===== src/design/pgc_pkg.sv =====
package pgc_pkg;
	localparam int          PGC_PINS        = 7;
	localparam int          PGC_REG_W       = 8;
	localparam logic [11:0] PGC_OFS_PULLUP  = 12'h000;
	localparam logic [11:0] PGC_OFS_SLEW    = 12'h004;
	localparam logic [11:0] PGC_OFS_DRIVE   = 12'h008;
	localparam logic [11:0] PGC_OFS_DIR     = 12'h00C;
	localparam logic [11:0] PGC_OFS_STATUS  = 12'h010;
	localparam logic [7:0]  PGC_RST_PULLUP  = 8'h00;
	localparam logic [7:0]  PGC_RST_SLEW    = 8'h00;
	localparam logic [7:0]  PGC_RST_DRIVE   = 8'h00;
	localparam logic [7:0]  PGC_RST_DIR     = 8'h00;
	localparam logic [7:0]  PGC_WR_MASK     = 8'h7F;
	localparam int          PGC_DIR_OUTPUT  = 1;

	typedef enum logic [1:0] {
		PGC_IDLE,
		PGC_ACCESS
	} pgc_phase_type;
endpackage : pgc_pkg


===== src/design/pgc_pin_qual.sv =====
`timescale 1ns/1ps
// one pin's pad qualification from its direction bit
module pgc_pin_qual
	import pgc_pkg::*;
(
	input  wire logic dir_out,
	input  wire logic pullup_bit,
	input  wire logic slew_bit,
	input  wire logic drive_bit,
	output logic      pad_pullup,
	output logic      pad_slew,
	output logic      pad_drive,
	output logic      pad_drv_en
);
	always_comb begin
		pad_drv_en = dir_out;
		pad_pullup = pullup_bit & ~dir_out;
		pad_slew   = slew_bit & dir_out;
		// drive strength only matters while driving; idle it low as an input
		pad_drive  = drive_bit & dir_out;
	end
endmodule // pgc_pin_qual


===== src/design/pgc_top.sv =====
`timescale 1ns/1ps
// Summary of operation
// - one pull-up enable bit per pin 0..6; 1 on, 0 off
// - an output pin always has its pull-up off, whatever its enable bit
// - one slew bit per pin; 1 enables slew limiting on the driver
// - for an input pin the slew bit has no effect on the pad
// - one drive bit per pin; 0 low drive, 1 high drive
// - direction bit: 0 input driver off, 1 output driver on; qualifies settings
// - after reset every pin is a high-impedance input, pull-up off
module pgc_top
	import pgc_pkg::*;
(
	input  wire logic        clock,
	input  wire logic        rst_n,
	input  wire logic        psel,
	input  wire logic        penable,
	input  wire logic        pwrite,
	input  wire logic [11:0] paddr,
	input  wire logic [31:0] pwdata,
	input  wire logic [3:0]  pstrb,
	output logic      [31:0] prdata,
	output logic             pready,
	output logic             pslverr,
	input  wire logic [6:0]  port_data_bits,
	output logic      [6:0]  pad_pullup_en,
	output logic      [6:0]  pad_slew_en,
	output logic      [6:0]  pad_drive_high,
	output logic      [6:0]  pad_driver_en,
	output logic      [6:0]  pad_data_out
);
	typedef struct packed {
		logic [7:0]    pullup_enable;
		logic [7:0]    slew_rate_enable;
		logic [7:0]    drive_strength_select;
		logic [7:0]    pin_direction_bits;
		logic [31:0]   prdata;
		logic          pready;
		logic          pslverr;
		pgc_phase_type phase;
		logic [6:0]    pad_pullup;
		logic [6:0]    pad_slew;
		logic [6:0]    pad_drive;
		logic [6:0]    pad_drv_en;
		logic [6:0]    pad_data;
	} pgc_state_type;

	pgc_state_type cur_ff;
	pgc_state_type nxt_ff;

	logic [6:0] q_pullup;
	logic [6:0] q_slew;
	logic [6:0] q_drive;
	logic [6:0] q_drv_en;

	genvar gi;
	generate
		for (gi = 0; gi < PGC_PINS; gi++) begin : g_pin
			pgc_pin_qual u_qual (
				.dir_out    (cur_ff.pin_direction_bits[gi]),
				.pullup_bit (cur_ff.pullup_enable[gi]),
				.slew_bit   (cur_ff.slew_rate_enable[gi]),
				.drive_bit  (cur_ff.drive_strength_select[gi]),
				.pad_pullup (q_pullup[gi]),
				.pad_slew   (q_slew[gi]),
				.pad_drive  (q_drive[gi]),
				.pad_drv_en (q_drv_en[gi])
			);
		end
	endgenerate

	logic       setup;
	logic       wr_lane0;
	logic [7:0] wbyte;

	always_comb begin
		nxt_ff   = cur_ff;
		setup    = psel & ~penable;
		wr_lane0 = pstrb[0];
		wbyte    = pwdata[7:0] & PGC_WR_MASK;
		nxt_ff.pready  = 1'b0;
		nxt_ff.pslverr = 1'b0;
		case (cur_ff.phase)
			PGC_IDLE: begin
				// answer in the access phase that follows each setup: one wait-free access
				if (setup) begin
					nxt_ff.phase  = PGC_ACCESS;
					nxt_ff.pready = 1'b1;
					nxt_ff.prdata = 32'h0000_0000;
					case (paddr)
						PGC_OFS_PULLUP: begin
							nxt_ff.prdata[7:0] = cur_ff.pullup_enable;
						end
						PGC_OFS_SLEW: begin
							nxt_ff.prdata[7:0] = cur_ff.slew_rate_enable;
						end
						PGC_OFS_DRIVE: begin
							nxt_ff.prdata[7:0] = cur_ff.drive_strength_select;
						end
						PGC_OFS_DIR: begin
							nxt_ff.prdata[7:0] = cur_ff.pin_direction_bits;
						end
						PGC_OFS_STATUS: begin
							nxt_ff.prdata[6:0] = cur_ff.pad_pullup;
							nxt_ff.prdata[14:8] = cur_ff.pad_slew;
							nxt_ff.prdata[22:16] = cur_ff.pad_drive;
							nxt_ff.prdata[30:24] = cur_ff.pad_drv_en;
						end
						default: begin
							nxt_ff.pslverr = 1'b1;
						end
					endcase
					if (pwrite) begin
						nxt_ff.prdata = 32'h0000_0000;
						if (paddr == PGC_OFS_STATUS) begin
							nxt_ff.pslverr = 1'b1;
						end
					end
				end
			end
			PGC_ACCESS: begin
				nxt_ff.phase = PGC_IDLE;
				// writes commit at the edge where pready is sampled high
				if (psel & penable & pwrite & wr_lane0) begin
					case (paddr)
						PGC_OFS_PULLUP: nxt_ff.pullup_enable = wbyte;
						PGC_OFS_SLEW:   nxt_ff.slew_rate_enable = wbyte;
						PGC_OFS_DRIVE:  nxt_ff.drive_strength_select = wbyte;
						PGC_OFS_DIR:    nxt_ff.pin_direction_bits = wbyte;
						default: begin
						end
					endcase
				end
			end
			default: begin
				nxt_ff.phase = PGC_IDLE;
			end
		endcase
		// pads follow the qualified settings one cycle later so outputs are registered
		nxt_ff.pad_pullup = q_pullup;
		nxt_ff.pad_slew   = q_slew;
		nxt_ff.pad_drive  = q_drive;
		nxt_ff.pad_drv_en = q_drv_en;
		nxt_ff.pad_data   = port_data_bits & q_drv_en;
	end

	always_ff @(posedge clock) begin
		if (!rst_n) begin
			cur_ff <= '0;
			cur_ff.pullup_enable <= PGC_RST_PULLUP;
			cur_ff.slew_rate_enable <= PGC_RST_SLEW;
			cur_ff.drive_strength_select <= PGC_RST_DRIVE;
			cur_ff.pin_direction_bits <= PGC_RST_DIR;
			cur_ff.phase <= PGC_IDLE;
		end else begin
			cur_ff <= nxt_ff;
		end
	end

	assign prdata         = cur_ff.prdata;
	assign pready         = cur_ff.pready;
	assign pslverr        = cur_ff.pslverr;
	assign pad_pullup_en  = cur_ff.pad_pullup;
	assign pad_slew_en    = cur_ff.pad_slew;
	assign pad_drive_high = cur_ff.pad_drive;
	assign pad_driver_en  = cur_ff.pad_drv_en;
	assign pad_data_out   = cur_ff.pad_data;
endmodule // pgc_top


===== config.mk =====
export PLATFORM = sky130hd
export DESIGN_NAME = pgc_top
export DESIGN_NICKNAME = d
export VERILOG_FILES = /design/src/design/pgc_pkg.sv /design/src/design/pgc_pin_qual.sv /design/src/design/pgc_top.sv
export SDC_FILE = /design/constraint.sdc
export NUM_CORES = 1
export LEC_CHECK = 0
export ABC_AREA = 1
export CORE_MARGIN = 3
export CORE_UTILIZATION = 42
export CTS_CLUSTER_DIAMETER = 100
export DETAILED_ROUTE_END_ITERATION = 12
export DONT_BUFFER_PORTS = 1
export GPL_TIMING_DRIVEN = 0
export HOLD_SLACK_MARGIN = 0.06
export PLACE_DENSITY = 0.6
export SYNTH_ARGS = -nofsm -noshare
export SYNTH_HDL_FRONTEND = slang
export SYNTH_HIERARCHICAL = 1
export SYNTH_SLANG_ARGS = --single-unit

===== constraint.sdc =====
create_clock -name clock -period 2 [get_ports clock]
set_clock_uncertainty 0.2 [all_clocks]
set_input_delay 0.2 -clock clock [delete_from_list [all_inputs] [get_ports clock]]
set_output_delay 0.2 -clock clock [all_outputs]
set_load 0.02 [all_outputs]

## Word level (Yosys, flattened, before mapping)

Index checks and enable logic that the tools add are counted.

- Bitwise gates (word level): 34
- Reduce and logical (&&, ||, !) cells: 10
- Mux-type cells: 9
- Equality and inequality tests: 4

Operators with widths:

| kind | number |
|---|---|
| case mux 7 bit (5 select lines) | 1 |
| two-way mux 31 bit | 1 |
| bitwise AND 1 bit | 25 |
| equality test 12 x 4 -> 1 bit (second input constant) | 2 |
| two-way mux 7 bit | 3 |
| AND reduction 3 bit | 5 |
| equality test 12 x 3 -> 1 bit (second input constant) | 1 |
| equality test 12 x 5 -> 1 bit (second input constant) | 1 |
| logical NOT 12 bit | 1 |
| NOT 1 bit | 8 |
| bitwise AND 7 bit | 1 |
| OR reduction 5 bit | 1 |
| two-way mux 4 bit | 1 |
| AND reduction 2 bit | 2 |
| two-way mux 1 bit | 3 |
| logical NOT 2 bit | 1 |

- Register bits after elaboration: 97
- Output and inout port bits: 69
- Input port bits: 60

## Logic depth before layout (Yosys ltp)

Gate-level depths: netlist of the first run.

- Depth in word-level cells: 6
- Mapped depth: 9
- Depth with buffers taken out: 8

## Hierarchy

The synthesis of the first run kept the hierarchy.

Modules (own cells, without submodules):

| module | times used | sequential area each (um2) | cells an instance | area each (um2) |
|---|---|---|---|---|
| pgc_top | 1 | 1881.8 | 513 | 4139.0 |
| pgc_pin_qual | 7 | 0.0 | 7 | 30.0 |

## Least setup slack after synthesis of the first run

OpenSTA, ideal clock, no wires.

- Kind: register -> register
- From: register cur_ff[35] in the netlist's numbering
- To: register cur_ff[74] in the netlist's numbering
- Arrival time: 1.114 ns
- Stages on the path, launching flop included: 9
- Setup slack: 0.567 ns
- Buffers on the path: 1
- Library setup time: 0.119 ns
- Required time: 1.681 ns
- Clock period less this slack: 1.433 ns
- Cells stage by stage: dfxtp_1 nand2_1 nor2_1 nand3_1 inv_1 nand3_1 buf_2 o21ai_0 a21oi_1

- Word-level cells in the longest chain between the ends: 1

Ends and longest elaborated chain:

| element | line | RTL |
|---|---|---|
| start, declared | pgc_top.sv:47 | `pgc_state_type cur_ff;` |
| start signal, assigned | pgc_top.sv:155 | `cur_ff <= nxt_ff;` |
| AND reduction 3 bit (no line) | n/a |  |

No other way between the ends.
A chain may end at the register's enable or synchronous reset.

## Final worst setup path of the first run

- From: input port paddr[3]
- To: register cur_ff, in the netlist prdata[11]

- Word-level cells in the longest chain between the ends: 3

Ends and longest elaborated chain:

| element | line | RTL |
|---|---|---|
| start, declared | pgc_top.sv:18 | `input wire logic [11:0] paddr,` |
| equality test 12 x 5 -> 1 bit | pgc_top.sv:89 | `case (paddr)` |
| two-way mux 7 bit | pgc_top.sv:89 |  |
| two-way mux 31 bit | pgc_top.sv:112 | `if (pwrite) begin` |

No other way between the ends.

==> flow_results.org, run 1 <==
** Status
- Status :: finished, final reports clean

** Cells and area
- In the final design database the tool counted 666 nets.
- Share of layout cells above drive strength 1 :: about a quarter
- The number of antenna diodes in the final layout is 0.
- Once layout is complete, the cells apart from fillers number 744.
- Leaving out fill and tap cells, the most frequent cell in the layout is sky130_fd_sc_hd__dfxtp_1.
- The finished cells cover approximately 0.005 mm2.
- Counting the fill cells in the layout gives 986.
- In the layout the commonest cells are sky130_fd_sc_hd__dfxtp_1, sky130_fd_sc_hd__inv_1, sky130_fd_sc_hd__nand2_1, sky130_fd_sc_hd__buf_4, sky130_fd_sc_hd__nand3_1.
- Area grow syn2layout :: 15.4%

** Critical path
- Counting cells, the worst reg-to-reg path comes to 6.
- STA puts the critical path data required time at 2.10 ns.
- Startpoint Class :: input pin
- The slowest stage of the critical path belongs to the cell sky130_fd_sc_hd__dlygate4sd3_1.
- In this run the worst path has a maximum fanout of 10.
- Critical Path, Cell by Cell :: dlygate4sd3_1, inv_2, nand3_4, nor4_4, buf_6, nand2_2, a21oi_2
- Maximum cell stage delay along the critical path :: 0.60 ns
- Element type at the critical path end :: flip-flop
- Critical setup path kind :: input pin to flip-flop
- Signal arrival time at the worst endpoint :: a little under 2 ns

** Timing
- Fin crit period :: 1.89 ns
- The worst pin sits at a relative slew slack of 51.2%.
- Achievable Freq :: 528 MHz
- Final setup viols :: 0
- After layout, the worst setup slack is 0.107 ns.
- Unrepaired setup endpoints after global routing :: false
- Of the available clock period, the critical path in the final layout requires 94.7%.
- After routing, the total negative slack on setup checks comes to 0 ns.
- The final count of hold timing violations came to 0.
- The final max-slew violation count is 0.
- At the pin with the least slew margin, the transition time is between 0.7 and 0.8 ns.

** Floorplan
- For this configuration, the core starts out at a cell density of 43.9%.
- After floorplanning, the core was divided into 36 placement rows.
- The floorplan step set the die width to between 100 and 150 um.
- Die area :: 0.0116 mm2
- Pin placement for this block handled 129 I/O pins.
- Height of the chip :: 108 um
- In this run the standard cell core region covers 0.00991 mm2.

** Pwr
- Leakage power total :: 0.00247 uW
- Power per cell area :: 660 mW/mm2
- VDD sags by at most ~310 uV.

** Job
- Number of maximum-capacitance violations :: 0

** Clocking
- For the worst-skew pair, the clock arrives at the later sink with an insertion delay of roughly 0.37 ns.
- The number of clock buffers added by TritonCTS is 9.
- Clock Root Buffer :: sky130_fd_sc_hd__clkbuf_8
- Maximum number of buffers from clock root to sink :: 2
- The clock net in this run drives a total of 94 sinks.
- TritonCTS built the clock tree.
- Gates resized during post-CTS repair numbered 0.
- Number of H-tree branching levels :: 3
- After clock tree synthesis, the clock-pin slew on the worst setup and hold paths is 0.09 ns.

** Hold path
- Worst hold path stage count :: 7
- The tightest min-delay check is of the input pin to flip-flop type.

** Drt
- The final layout contains routed wiring with a total length of 10.1 mm.
- For this run, design rule violations remaining after detail routing come to 0.
- Drt first pass iters :: 4
- Total number of vias :: 3344
- After the first detailed-routing iteration, the DRC count stood at between 100 and 150.
- Wire length per cell :: about 14 um
- Once detail routing completed, the nets flagged for antenna violations numbered 0.
- Detail-routed via count per cell :: 4.49

** Global routing
- For this run, the total global-route usage over all layers was measured as 18.2%.
- The first global-routing pass estimated about 16 mm of wire.
- Number of global-route vias before repair :: 3334
- The initial antenna violation count is 0.
- The total overflow left after global routing is 0.
- Entering global routing, the biggest net connects 16 pins.

** Synthesis
- The synthesized netlist occupies a cell area of 0.00435 mm2.
- Area share of the largest cell type after synthesis :: 43.3%
- In this run the mean area of a mapped cell was 7.74 um2.
- FF+latch count, synth :: between 90 and 100
- Sequential-to-total area share from yosys stat :: 43.3%
- Synth top area cells :: sky130_fd_sc_hd__dfxtp_1, sky130_fd_sc_hd__buf_4, sky130_fd_sc_hd__inv_1
- Cell count after synthesis :: 562
- The number of different library cells used by synthesis comes to 22.
- Syn. warnings :: 6
- Cell accounting for the most synthesized area :: sky130_fd_sc_hd__dfxtp_1

** Placed design
- Hpwl dp :: around 7.5 mm
- Final weighted congestion of routability-driven global placement :: 0.852
- Counting tap cells, the placed design contains a total of 698 instances.
- Prior to clock tree synthesis, the placed netlist has a worst setup slack of 0.188 ns.
- In this run the tool buffered the top-level ports with 0 buffer cells.
- Cell area after placement :: between 0.004 and 0.005 mm2
report_power, final:
group          switching (uW)  internal [uW]  total, uW  leakage (uW)
clock                     656            615       1270      0.000104
sequential               3.14           1870       1880      0.000757
combinational             102           65.5        167       0.00160
metrics by stage:
step	hold slack [ns]	util (%)	total power (uW)
finish	0.120	50.7	3310
CTS	0.109	50.5	3340
global placement	0.115	45.7	2030
global route	0.172	50.7	3450
detailed placement	0.117	45.7	2030
floorplan	0.112	-	2010
path summary, 6_finish.rpt:
path / startpoint / to / slack, ns
worst max-delay path: paddr[3] / prdata[11]$_SDFFE_PN0P_ / 0.11
worst min-delay path: paddr[4] / cur_ff[99]$_SDFFE_PN0P_ / 0.12
worst max register to register: cur_ff[35]$_SDFFE_PN0P_ / prdata[11]$_SDFFE_PN0P_ / 0.14
worst min register to register: pad_drive_high[5]$_SDFF_PN0_ / prdata[21]$_SDFFE_PN0P_ / 0.26
sequential cells by signal (all words and copies together) (netlist names):
signal,count
cur_ff,29
pad_data_out,7
pad_drive_high,7
pad_driver_en,7
pad_pullup_en,7
pad_slew_en,7
prdata,28
pready,1
pslverr,1
cell type report:
type	instances	area, um2	area share, %
buffer	95	672	13.4
timing repair buffer	30	295	5.88
sequential	94	1880	37.5
multi-input combinational	288	1480	29.4
clock inverter	5	57.6	1.15
clock buffer	11	141	2.82
inverter	88	330	6.58
tap	133	166	3.31
logic make-up after synthesis:
family                 count (synthesis)  share of synthesized area, %
AOI/OAI and AO/OA                     85                          11.9
buffers and inverters                183                          23.0
DFF                                   94                          43.3
other                                  1                        0.0862
and+or+nand+nor                      199                          21.7
cells in the mapped netlist (all sizes together):
library cell,n
inv,88
o21ai,28
o21bai,7
clkbuf,10
conb,1
buf,85
nor2,42
nor3,1
dfxtp,94
nand2,106
nand3,49
a21oi,50
nor4,1
repair_timing:
action / in CTS / in global routing
setup buffers: 0 / 2
endpoints found under the setup margin: 0 / 1
hold buffers: 28 / 0
hold endpoints to repair: 46 / 0
layer usage:
metal  track usage (%)  vias up  wire length [um]
met5                 0        -                 0
met1              23.7     1486              4490
met2              29.7      100              4780
met3              3.18       15               623
li1                  -     1743                 -
met4              7.39        0               176
critical path, delay by kind of cell:
kind | cells | cell delay (ns)
and+or+nand+nor | 3 | 0.67
AOI/OAI and AO/OA | 1 | 0.12
buffers and inverters | 3 | 0.99
Power figures use the tool's default switching activity.
==> run 2, diff against run 1 <==
RECOVER_POWER = 25   (was not set)
==> flow_results.org, run 2 (synthesis results as in run 1) <==
** Floorplan
- Std cell rows :: 36 (unchanged)
- The die extent in y was 108 um (unchanged).
- The horizontal die dimension was 108 um (unchanged).
- IO Pins :: 129 (unchanged)
- The initial standard-cell utilization of the core came to 43.9% (unchanged).
- The core area came to 0.00991 mm2 (unchanged).
- Die area :: 0.0116 mm2 (unchanged)

** Clocking
- The CTS buffer count is 9 (unchanged).
- The clock-pin slew of the registers on the worst-case setup and hold paths is 0.09 ns (about the same).
- Clock latency at the later pin of the worst-skew pair :: 0.37 ns (about the same)
- The number of clock sinks came to 94 (unchanged).
- The cell sitting at the root of the clock tree is a sky130_fd_sc_hd__clkbuf_8.
- The number of H-tree branching levels is 3 (unchanged).
- TritonCTS built the clock tree.
- The clock tree buffer depth was 2 (unchanged).

** Drt
- Detail-routed via count per cell :: 4.51 (+0.36%)
- The count of TritonRoute iterations in the first routing pass is 5 (+1).
- The remaining number of nets flagged by the antenna check after routing was 0 (unchanged).
- The post-detailed-route DRC marker count is 0 (unchanged).
- The via total after detailed routing was 3356 (+0.36%).
- The average detailed-routed wire length per instance is 13.6 um (+0.26%).
- Count of routing violations after the opening detailed-route iteration :: 160 (+14%)
- The routed wire length was 10.1 mm (+0.26%).

** Critical path
- The largest driver fanout on the critical path came to 10 (unchanged).
- Walking the worst path, the cells encountered are dlygate4sd3_1, inv_2, nand3_4, nor4_4, buf_6, nand2_2, a21oi_2.
- Element type at the critical path end :: flip-flop
- Signal arrival time at the worst endpoint :: 1.99 ns (about the same)
- Required time of the worst setup path :: 2.10 ns (about the same)
- The delay of the slowest cell on the worst path was 0.60 ns (about the same).
- Startpoint Class :: input pin
- Critical setup path kind :: input pin to flip-flop
- Master of the slowest instance on the critical path :: sky130_fd_sc_hd__dlygate4sd3_1

** Cells and area
- Total Nets Final :: 666 (unchanged)
- The core utilization of the finished layout is 49.3% (-1.4 points).
- cur_ff holds more flip-flops than any other register.
- The count of placed standard cells in the final layout, fillers left out was 744 (unchanged).
- Max FFs per register :: 29 (unchanged)
- Commonest cells after routing, fill and taps aside :: sky130_fd_sc_hd__dfxtp_1, sky130_fd_sc_hd__inv_1, sky130_fd_sc_hd__nand2_1, sky130_fd_sc_hd__clkbuf_1, sky130_fd_sc_hd__nand3_1
- The fraction of final layout cells sized beyond drive strength 1 is 19.3% (-6.1 points).
- The library cell used most frequently in the layout, excluding fill and tap cells, is sky130_fd_sc_hd__dfxtp_1.
- The layout filler cell count is 1008 (+2.2%).
- The number of diodes added for antenna fixing was 0 (unchanged).
- Area grow syn2layout :: 12.3%

** Timing
- Final slew viol count :: 0 (unchanged)
- The post-route clock period utilization is 94.7% (about the same).
- Worst slew slack as a fraction of its limit :: 51.2% (about the same)
- Final number of hold-violating endpoints :: 0 (unchanged)
- The time the worst path needs with I/O delays and setup came to 1.89 ns (-0.000186 ns).
- Total negative slack :: 0 ns (unchanged)
- Unrepaired setup endpoints after global routing :: false
- Slew at the pin with the worst max-slew slack :: 0.733 ns (-0.000127 ns)
- Achievable Freq :: 528 MHz (about the same)
- The count of endpoints failing setup in the final report came to 0 (unchanged).

** Global routing
- The overflow left after global routing is 0 (unchanged).
- First-pass GRT wire length :: 16.4 mm (unchanged)
- Global Route Usage Sum :: 18.2% (unchanged)
- Pin count of the biggest net entering global routing :: 16 (unchanged)
- Number of global-route vias before repair :: 3334 (unchanged)
- The initial antenna violation count came to 0 (unchanged).

** Job
- The max-capacitance violation count was 0 (unchanged).

** Pwr
- The total power after layout came to 3310 uW (about the same).
- The leakage dissipation is 0.00231 uW (-6.4%).
- Power per cell area :: 679 mW/mm2 (+2.9%)
- The worst vdd rail ir drop came to 312 uV (about the same).

** Placed design
- Total instance count after detailed placement :: 698 (unchanged)
- Hpwl dp :: 7.51 mm (unchanged)
- Final weighted congestion of routability-driven global placement :: 0.852 (unchanged)
- Port Buf Inserts :: 0 (unchanged)

** Hold path
- The path class of the tightest hold or removal check is input pin to flip-flop.

** Status
- Status :: finished, final reports clean
-- run 2: per-layer routing --
| metal | global-route usage [%] | vias to the layer above | wire length, um |
|---|---|---|---|
| li1 | - | 1743 | - |
| met1 | 23.7 | 1498 | 4580 |
| met2 | 29.7 | 98 | 4760 |
| met3 | 3.18 | 17 | 564 |
| met4 | 7.39 | 0 | 185 |
| met5 | 0 | - | 0 |
-- run 2: critical path, delay by kind of cell --
kind / cells / cell delay, ns
AOI/OAI and AO/OA: 1 / 0.12
buffers and inverters: 3 / 0.99
and+or+nand+nor: 3 / 0.68
-- run 2: through the flow --
stage | area, um2 | hold slack (ns) | worst slack, ns
global route | 4880 | 0.172 | 0.00951
global placement | 4530 | 0.115 | 0.208
detailed placement | 4530 | 0.117 | 0.188
floorplan | 4360 | 0.112 | 0.567
CTS | 5010 | 0.109 | 0.114
finish | 4880 | 0.119 | 0.107
-- run 2: final cells by class --
| cell class | count | area, um2 | area share, % |
|---|---|---|---|
| tap | 133 | 166 | 3.41 |
| multi-input combinational | 288 | 1480 | 30.2 |
| inverter | 88 | 330 | 6.77 |
| clock inverter | 5 | 57.6 | 1.18 |
| buffer | 95 | 533 | 10.9 |
| clock buffer | 11 | 141 | 2.90 |
| sequential | 94 | 1880 | 38.5 |
| timing repair buffer | 30 | 295 | 6.05 |
-- run 2: what timing repair did --
action                                 in CTS  in global routing
endpoints found under the hold margin      46                  0
setup buffers                               0                  2
hold buffers                               28                  0
resized for setup                           0                  0
setup endpoints to repair                   0                  1
-- run 2: worst paths after layout --
check | endpoint | depth (start not counted) | startpoint | slack (ns)
max | prdata[11]$_SDFFE_PN0P_ | 7 | paddr[3] | 0.11
min | cur_ff[99]$_SDFFE_PN0P_ | 7 | paddr[4] | 0.12
max reg2reg | prdata[11]$_SDFFE_PN0P_ | 6 | cur_ff[35]$_SDFFE_PN0P_ | 0.15
min reg2reg | prdata[21]$_SDFFE_PN0P_ | 2 | pad_drive_high[5]$_SDFF_PN0_ | 0.26
-- run 2: report_power, final --
part | leakage, uW | internal, uW | switching [uW]
Combinational | 0.00145 | 65.5 | 102
Sequential | 0.000757 | 1870 | 3.14
Clock | 0.000104 | 615 | 656
==> run 3, diff against run 2 <==
CORE_MARGIN = 2   (was 3)
==> flow_results.org, run 3 (synthesis results as in run 1) <==
** Pwr
- Power per cell area :: 681 mW/mm2 (+0.37%)
- Leakage power total :: 0.00230 uW (-0.31%)
- Worst-case vdd ir drop :: 344 uV (+10%)

** Critical path
- The required time of the critical path was 2.09 ns (about the same).
- The worst setup path is launched from an input pin.
- The largest driver fanout on the critical path is 10 (unchanged).
- Critical setup path kind :: input pin to flip-flop
- Worst r2r src :: cur_ff[35]$_SDFFE_PN0P_
- The depth of the worst register-to-register path came to 6 (unchanged).
- The arrival time of data at the critical path endpoint is 1.98 ns (about the same).
- Terminus of the critical flop-to-flop path :: prdata[12]$_SDFFE_PN0P_
- Element type at the critical path end :: flip-flop
- Worst R2R Setup Slack :: 0.19 ns (+0.04 ns)

** Drt
- The via total after detailed routing was 3353 (-0.089%).
- The remaining number of nets flagged by the antenna check after routing is 0 (unchanged).
- The number of violations reported at the end of detailed-routing iteration 0 is 175 (+9.4%).
- Detail-routed via count per cell :: 4.50 (-0.22%)
- Detailed-route wire length :: 10.1 mm (about the same)
- The count of TritonRoute iterations in the first routing pass is 4 (-1).
- The post-detailed-route DRC marker count is 0 (unchanged).
- Wire length per cell :: 13.6 um (-0.14%)

** Cells and area
- Relative to the synthesized area, the layout overhead comes to 12.4%.
- Leaving out fill and tap cells, the most frequent cells in the layout are sky130_fd_sc_hd__dfxtp_1, sky130_fd_sc_hd__inv_1, sky130_fd_sc_hd__nand2_1, sky130_fd_sc_hd__clkbuf_1, sky130_fd_sc_hd__nand3_1.
- ANT cells :: 0 (unchanged)
- The layout filler cell count was 1094 (+8.5%).
- More flip-flops sit in one register than any other, and that register is cur_ff.
- Total Nets Final :: 664 (-0.30%)
- Area of all placed cells without fillers :: 0.00489 mm2 (+0.10%)
- The flip-flop count of the largest register after layout was 29 (unchanged).
- Most common cell after layout, fill and taps aside :: sky130_fd_sc_hd__dfxtp_1
- Share of layout cells above drive strength 1 :: 19.5% (+0.23 points)

** Global routing
- The overflow left after global routing was 0 (unchanged).
- The wire length of the first global-routing pass came to 16.3 mm (-0.50%).
- Number of global-route vias before repair :: 3264 (-2.1%)
- The initial antenna violation count came to 0 (unchanged).
- Pin count of the biggest net entering global routing :: 17 (+1)
- Global Route Usage Sum :: 18.7% (+0.54 points)

** Hold path
- The worst hold path cell count came to 4 (-3).
- The worst hold path terminates at cur_ff[100]$_SDFFE_PN0P_.
- Class of the most critical hold timing path :: input pin to flip-flop
- The worst hold path begins at pstrb[0].

** Timing
- Worst slew slack as a fraction of its limit :: 53.4% (+2.2 points)
- Final setup viols :: 0 (unchanged)
- Final number of hold-violating endpoints :: 0 (unchanged)
- The maximum clock frequency came to 530 MHz (+0.36%).
- Slew at the pin with the worst max-slew slack :: 0.699 ns (-0.0335 ns)
- The post-route clock period utilization was 94.3% (-0.34 points).
- Unrepaired setup endpoints after global routing :: false
- Total negative slack :: 0 ns (unchanged)
- The time the worst path needs with I/O delays and setup was 1.89 ns (-0.00687 ns).
- Final slew viol count :: 0 (unchanged)
- Min setup slack post-route :: 0.114 ns (+0.00687 ns)

** Placed design
- Final weighted congestion of routability-driven global placement :: 0.856 (+0.41%)
- Port Buf Inserts :: 0 (unchanged)
- Worst slack at placement :: 0.174 ns (-0.0140 ns)
- The detailed placement HPWL is 7.36 mm (-2.0%).
- The area after detailed placement is 0.00453 mm2 (about the same).

** Clocking
- Clock latency at the later pin of the worst-skew pair :: 0.36 ns (about the same)
- Register clock-pin slew on the reported worst setup and hold paths :: 0.09 ns (about the same)
- The number of clock sinks was 94 (unchanged).
- Post-CTS setup buffer count :: 0 (unchanged)
- Clock Root Buffer :: sky130_fd_sc_hd__clkbuf_8
- TritonCTS buffer count :: 9 (unchanged)
- Maximum number of buffers from clock root to sink :: 2 (unchanged)
- CTS tree :: done
- Number of H-tree branching levels :: 3 (unchanged)

** Floorplan
- The horizontal die dimension is 106 um (-1.9%).
- Core Area :: 0.0102 mm2 (+2.8%)
- Die area :: 0.0112 mm2 (-3.7%)
- The boundary pin count is 129 (unchanged).
- The number of core rows came to 37 (+2.8%).
- Height of the chip :: 106 um (-1.9%)
- Starting Density :: 42.7% (-1.2 points)

** Job
- The max-capacitance violation count is 0 (unchanged).

** Status
- Status :: finished, final reports clean
-- run 3: changes by cell type in the layout (fill, tap and decap cells not counted), sizes merged --
cell	change
clkbuf	-1
buf	-2
clkinv	+1
-- run 3: timing repair --
item                                    4_1_cts  5_1_grt
hold buffers                                 28        0
endpoints found under the setup margin        0        2
gates resized for setup                       0        2
endpoints found under the hold margin        46        0
-- run 3: area by class of cell --
type,instances,area (um2),share of cell area [%]
Sequential cell,94,1880,38.5
Timing Repair Buffer,28,280,5.73
Inverter,88,330,6.76
Clock buffer,10,138,2.82
Buffer,95,533,10.9
Multi-Input combinational cell,288,1480,30.4
Tap cell,136,170,3.48
Clock inverter,6,70.1,1.43
-- run 3: worst max-delay path, cell delays in order --
cell	delay, ns
sky130_fd_sc_hd__dlygate4sd3_1	0.58
sky130_fd_sc_hd__nor2_4	0.19
sky130_fd_sc_hd__nand3_4	0.14
sky130_fd_sc_hd__nor4_4	0.46
sky130_fd_sc_hd__buf_6	0.23
sky130_fd_sc_hd__nand2_2	0.06
sky130_fd_sc_hd__a21oi_2	0.10
-- run 3: metal layers --
layer / vias to the layer above / track usage (%) / wire (um)
met1: 1503 / 24.4 / 4690
li1: 1739 / - / -
met4: 0 / 6.86 / 206
met2: 97 / 30.2 / 4660
met3: 14 / 4.45 / 539
met5: - / 0 / 0
-- run 3: through the flow --
step / util, % / total power, uW / instances / hold slack, ns
6_report: 48.0 / 3330 / 745 / 0.128
5_1_grt: 48.0 / 3480 / 745 / 0.159
4_1_cts: 49.3 / 3370 / 745 / 0.127
3_5_place_dp: 44.5 / 2030 / 701 / 0.117
3_3_place_gp: 44.5 / 2030 / 701 / 0.116
2_1_floorplan: - / 2010 / 565 / 0.112
-- run 3: power by group --
group / internal (uW) / leakage (uW) / total (uW) / switching, uW
combinational: 64.2 / 0.00144 / 166 / 102
sequential: 1870 / 0.000757 / 1880 / 3.08
clock: 621 / 0.000107 / 1290 / 667
-- run 3: worst max-delay path by stage --
stage | end | from | slack [ns]
floorplan | cur_ff[74]$_SDFFE_PN0P_ | cur_ff[35]$_SDFFE_PN0P_ | 0.57
global placement | prdata[24]$_SDFFE_PN0P_ | cur_ff[35]$_SDFFE_PN0P_ | 0.20
detailed placement | prdata[29]$_SDFFE_PN0P_ | cur_ff[35]$_SDFFE_PN0P_ | 0.17
CTS | prdata[29]$_SDFFE_PN0P_ | paddr[1] | 0.11
global route | prdata[18]$_SDFFE_PN0P_ | cur_ff[35]$_SDFFE_PN0P_ | 0.02
finish | prdata[12]$_SDFFE_PN0P_ | paddr[1] | 0.11
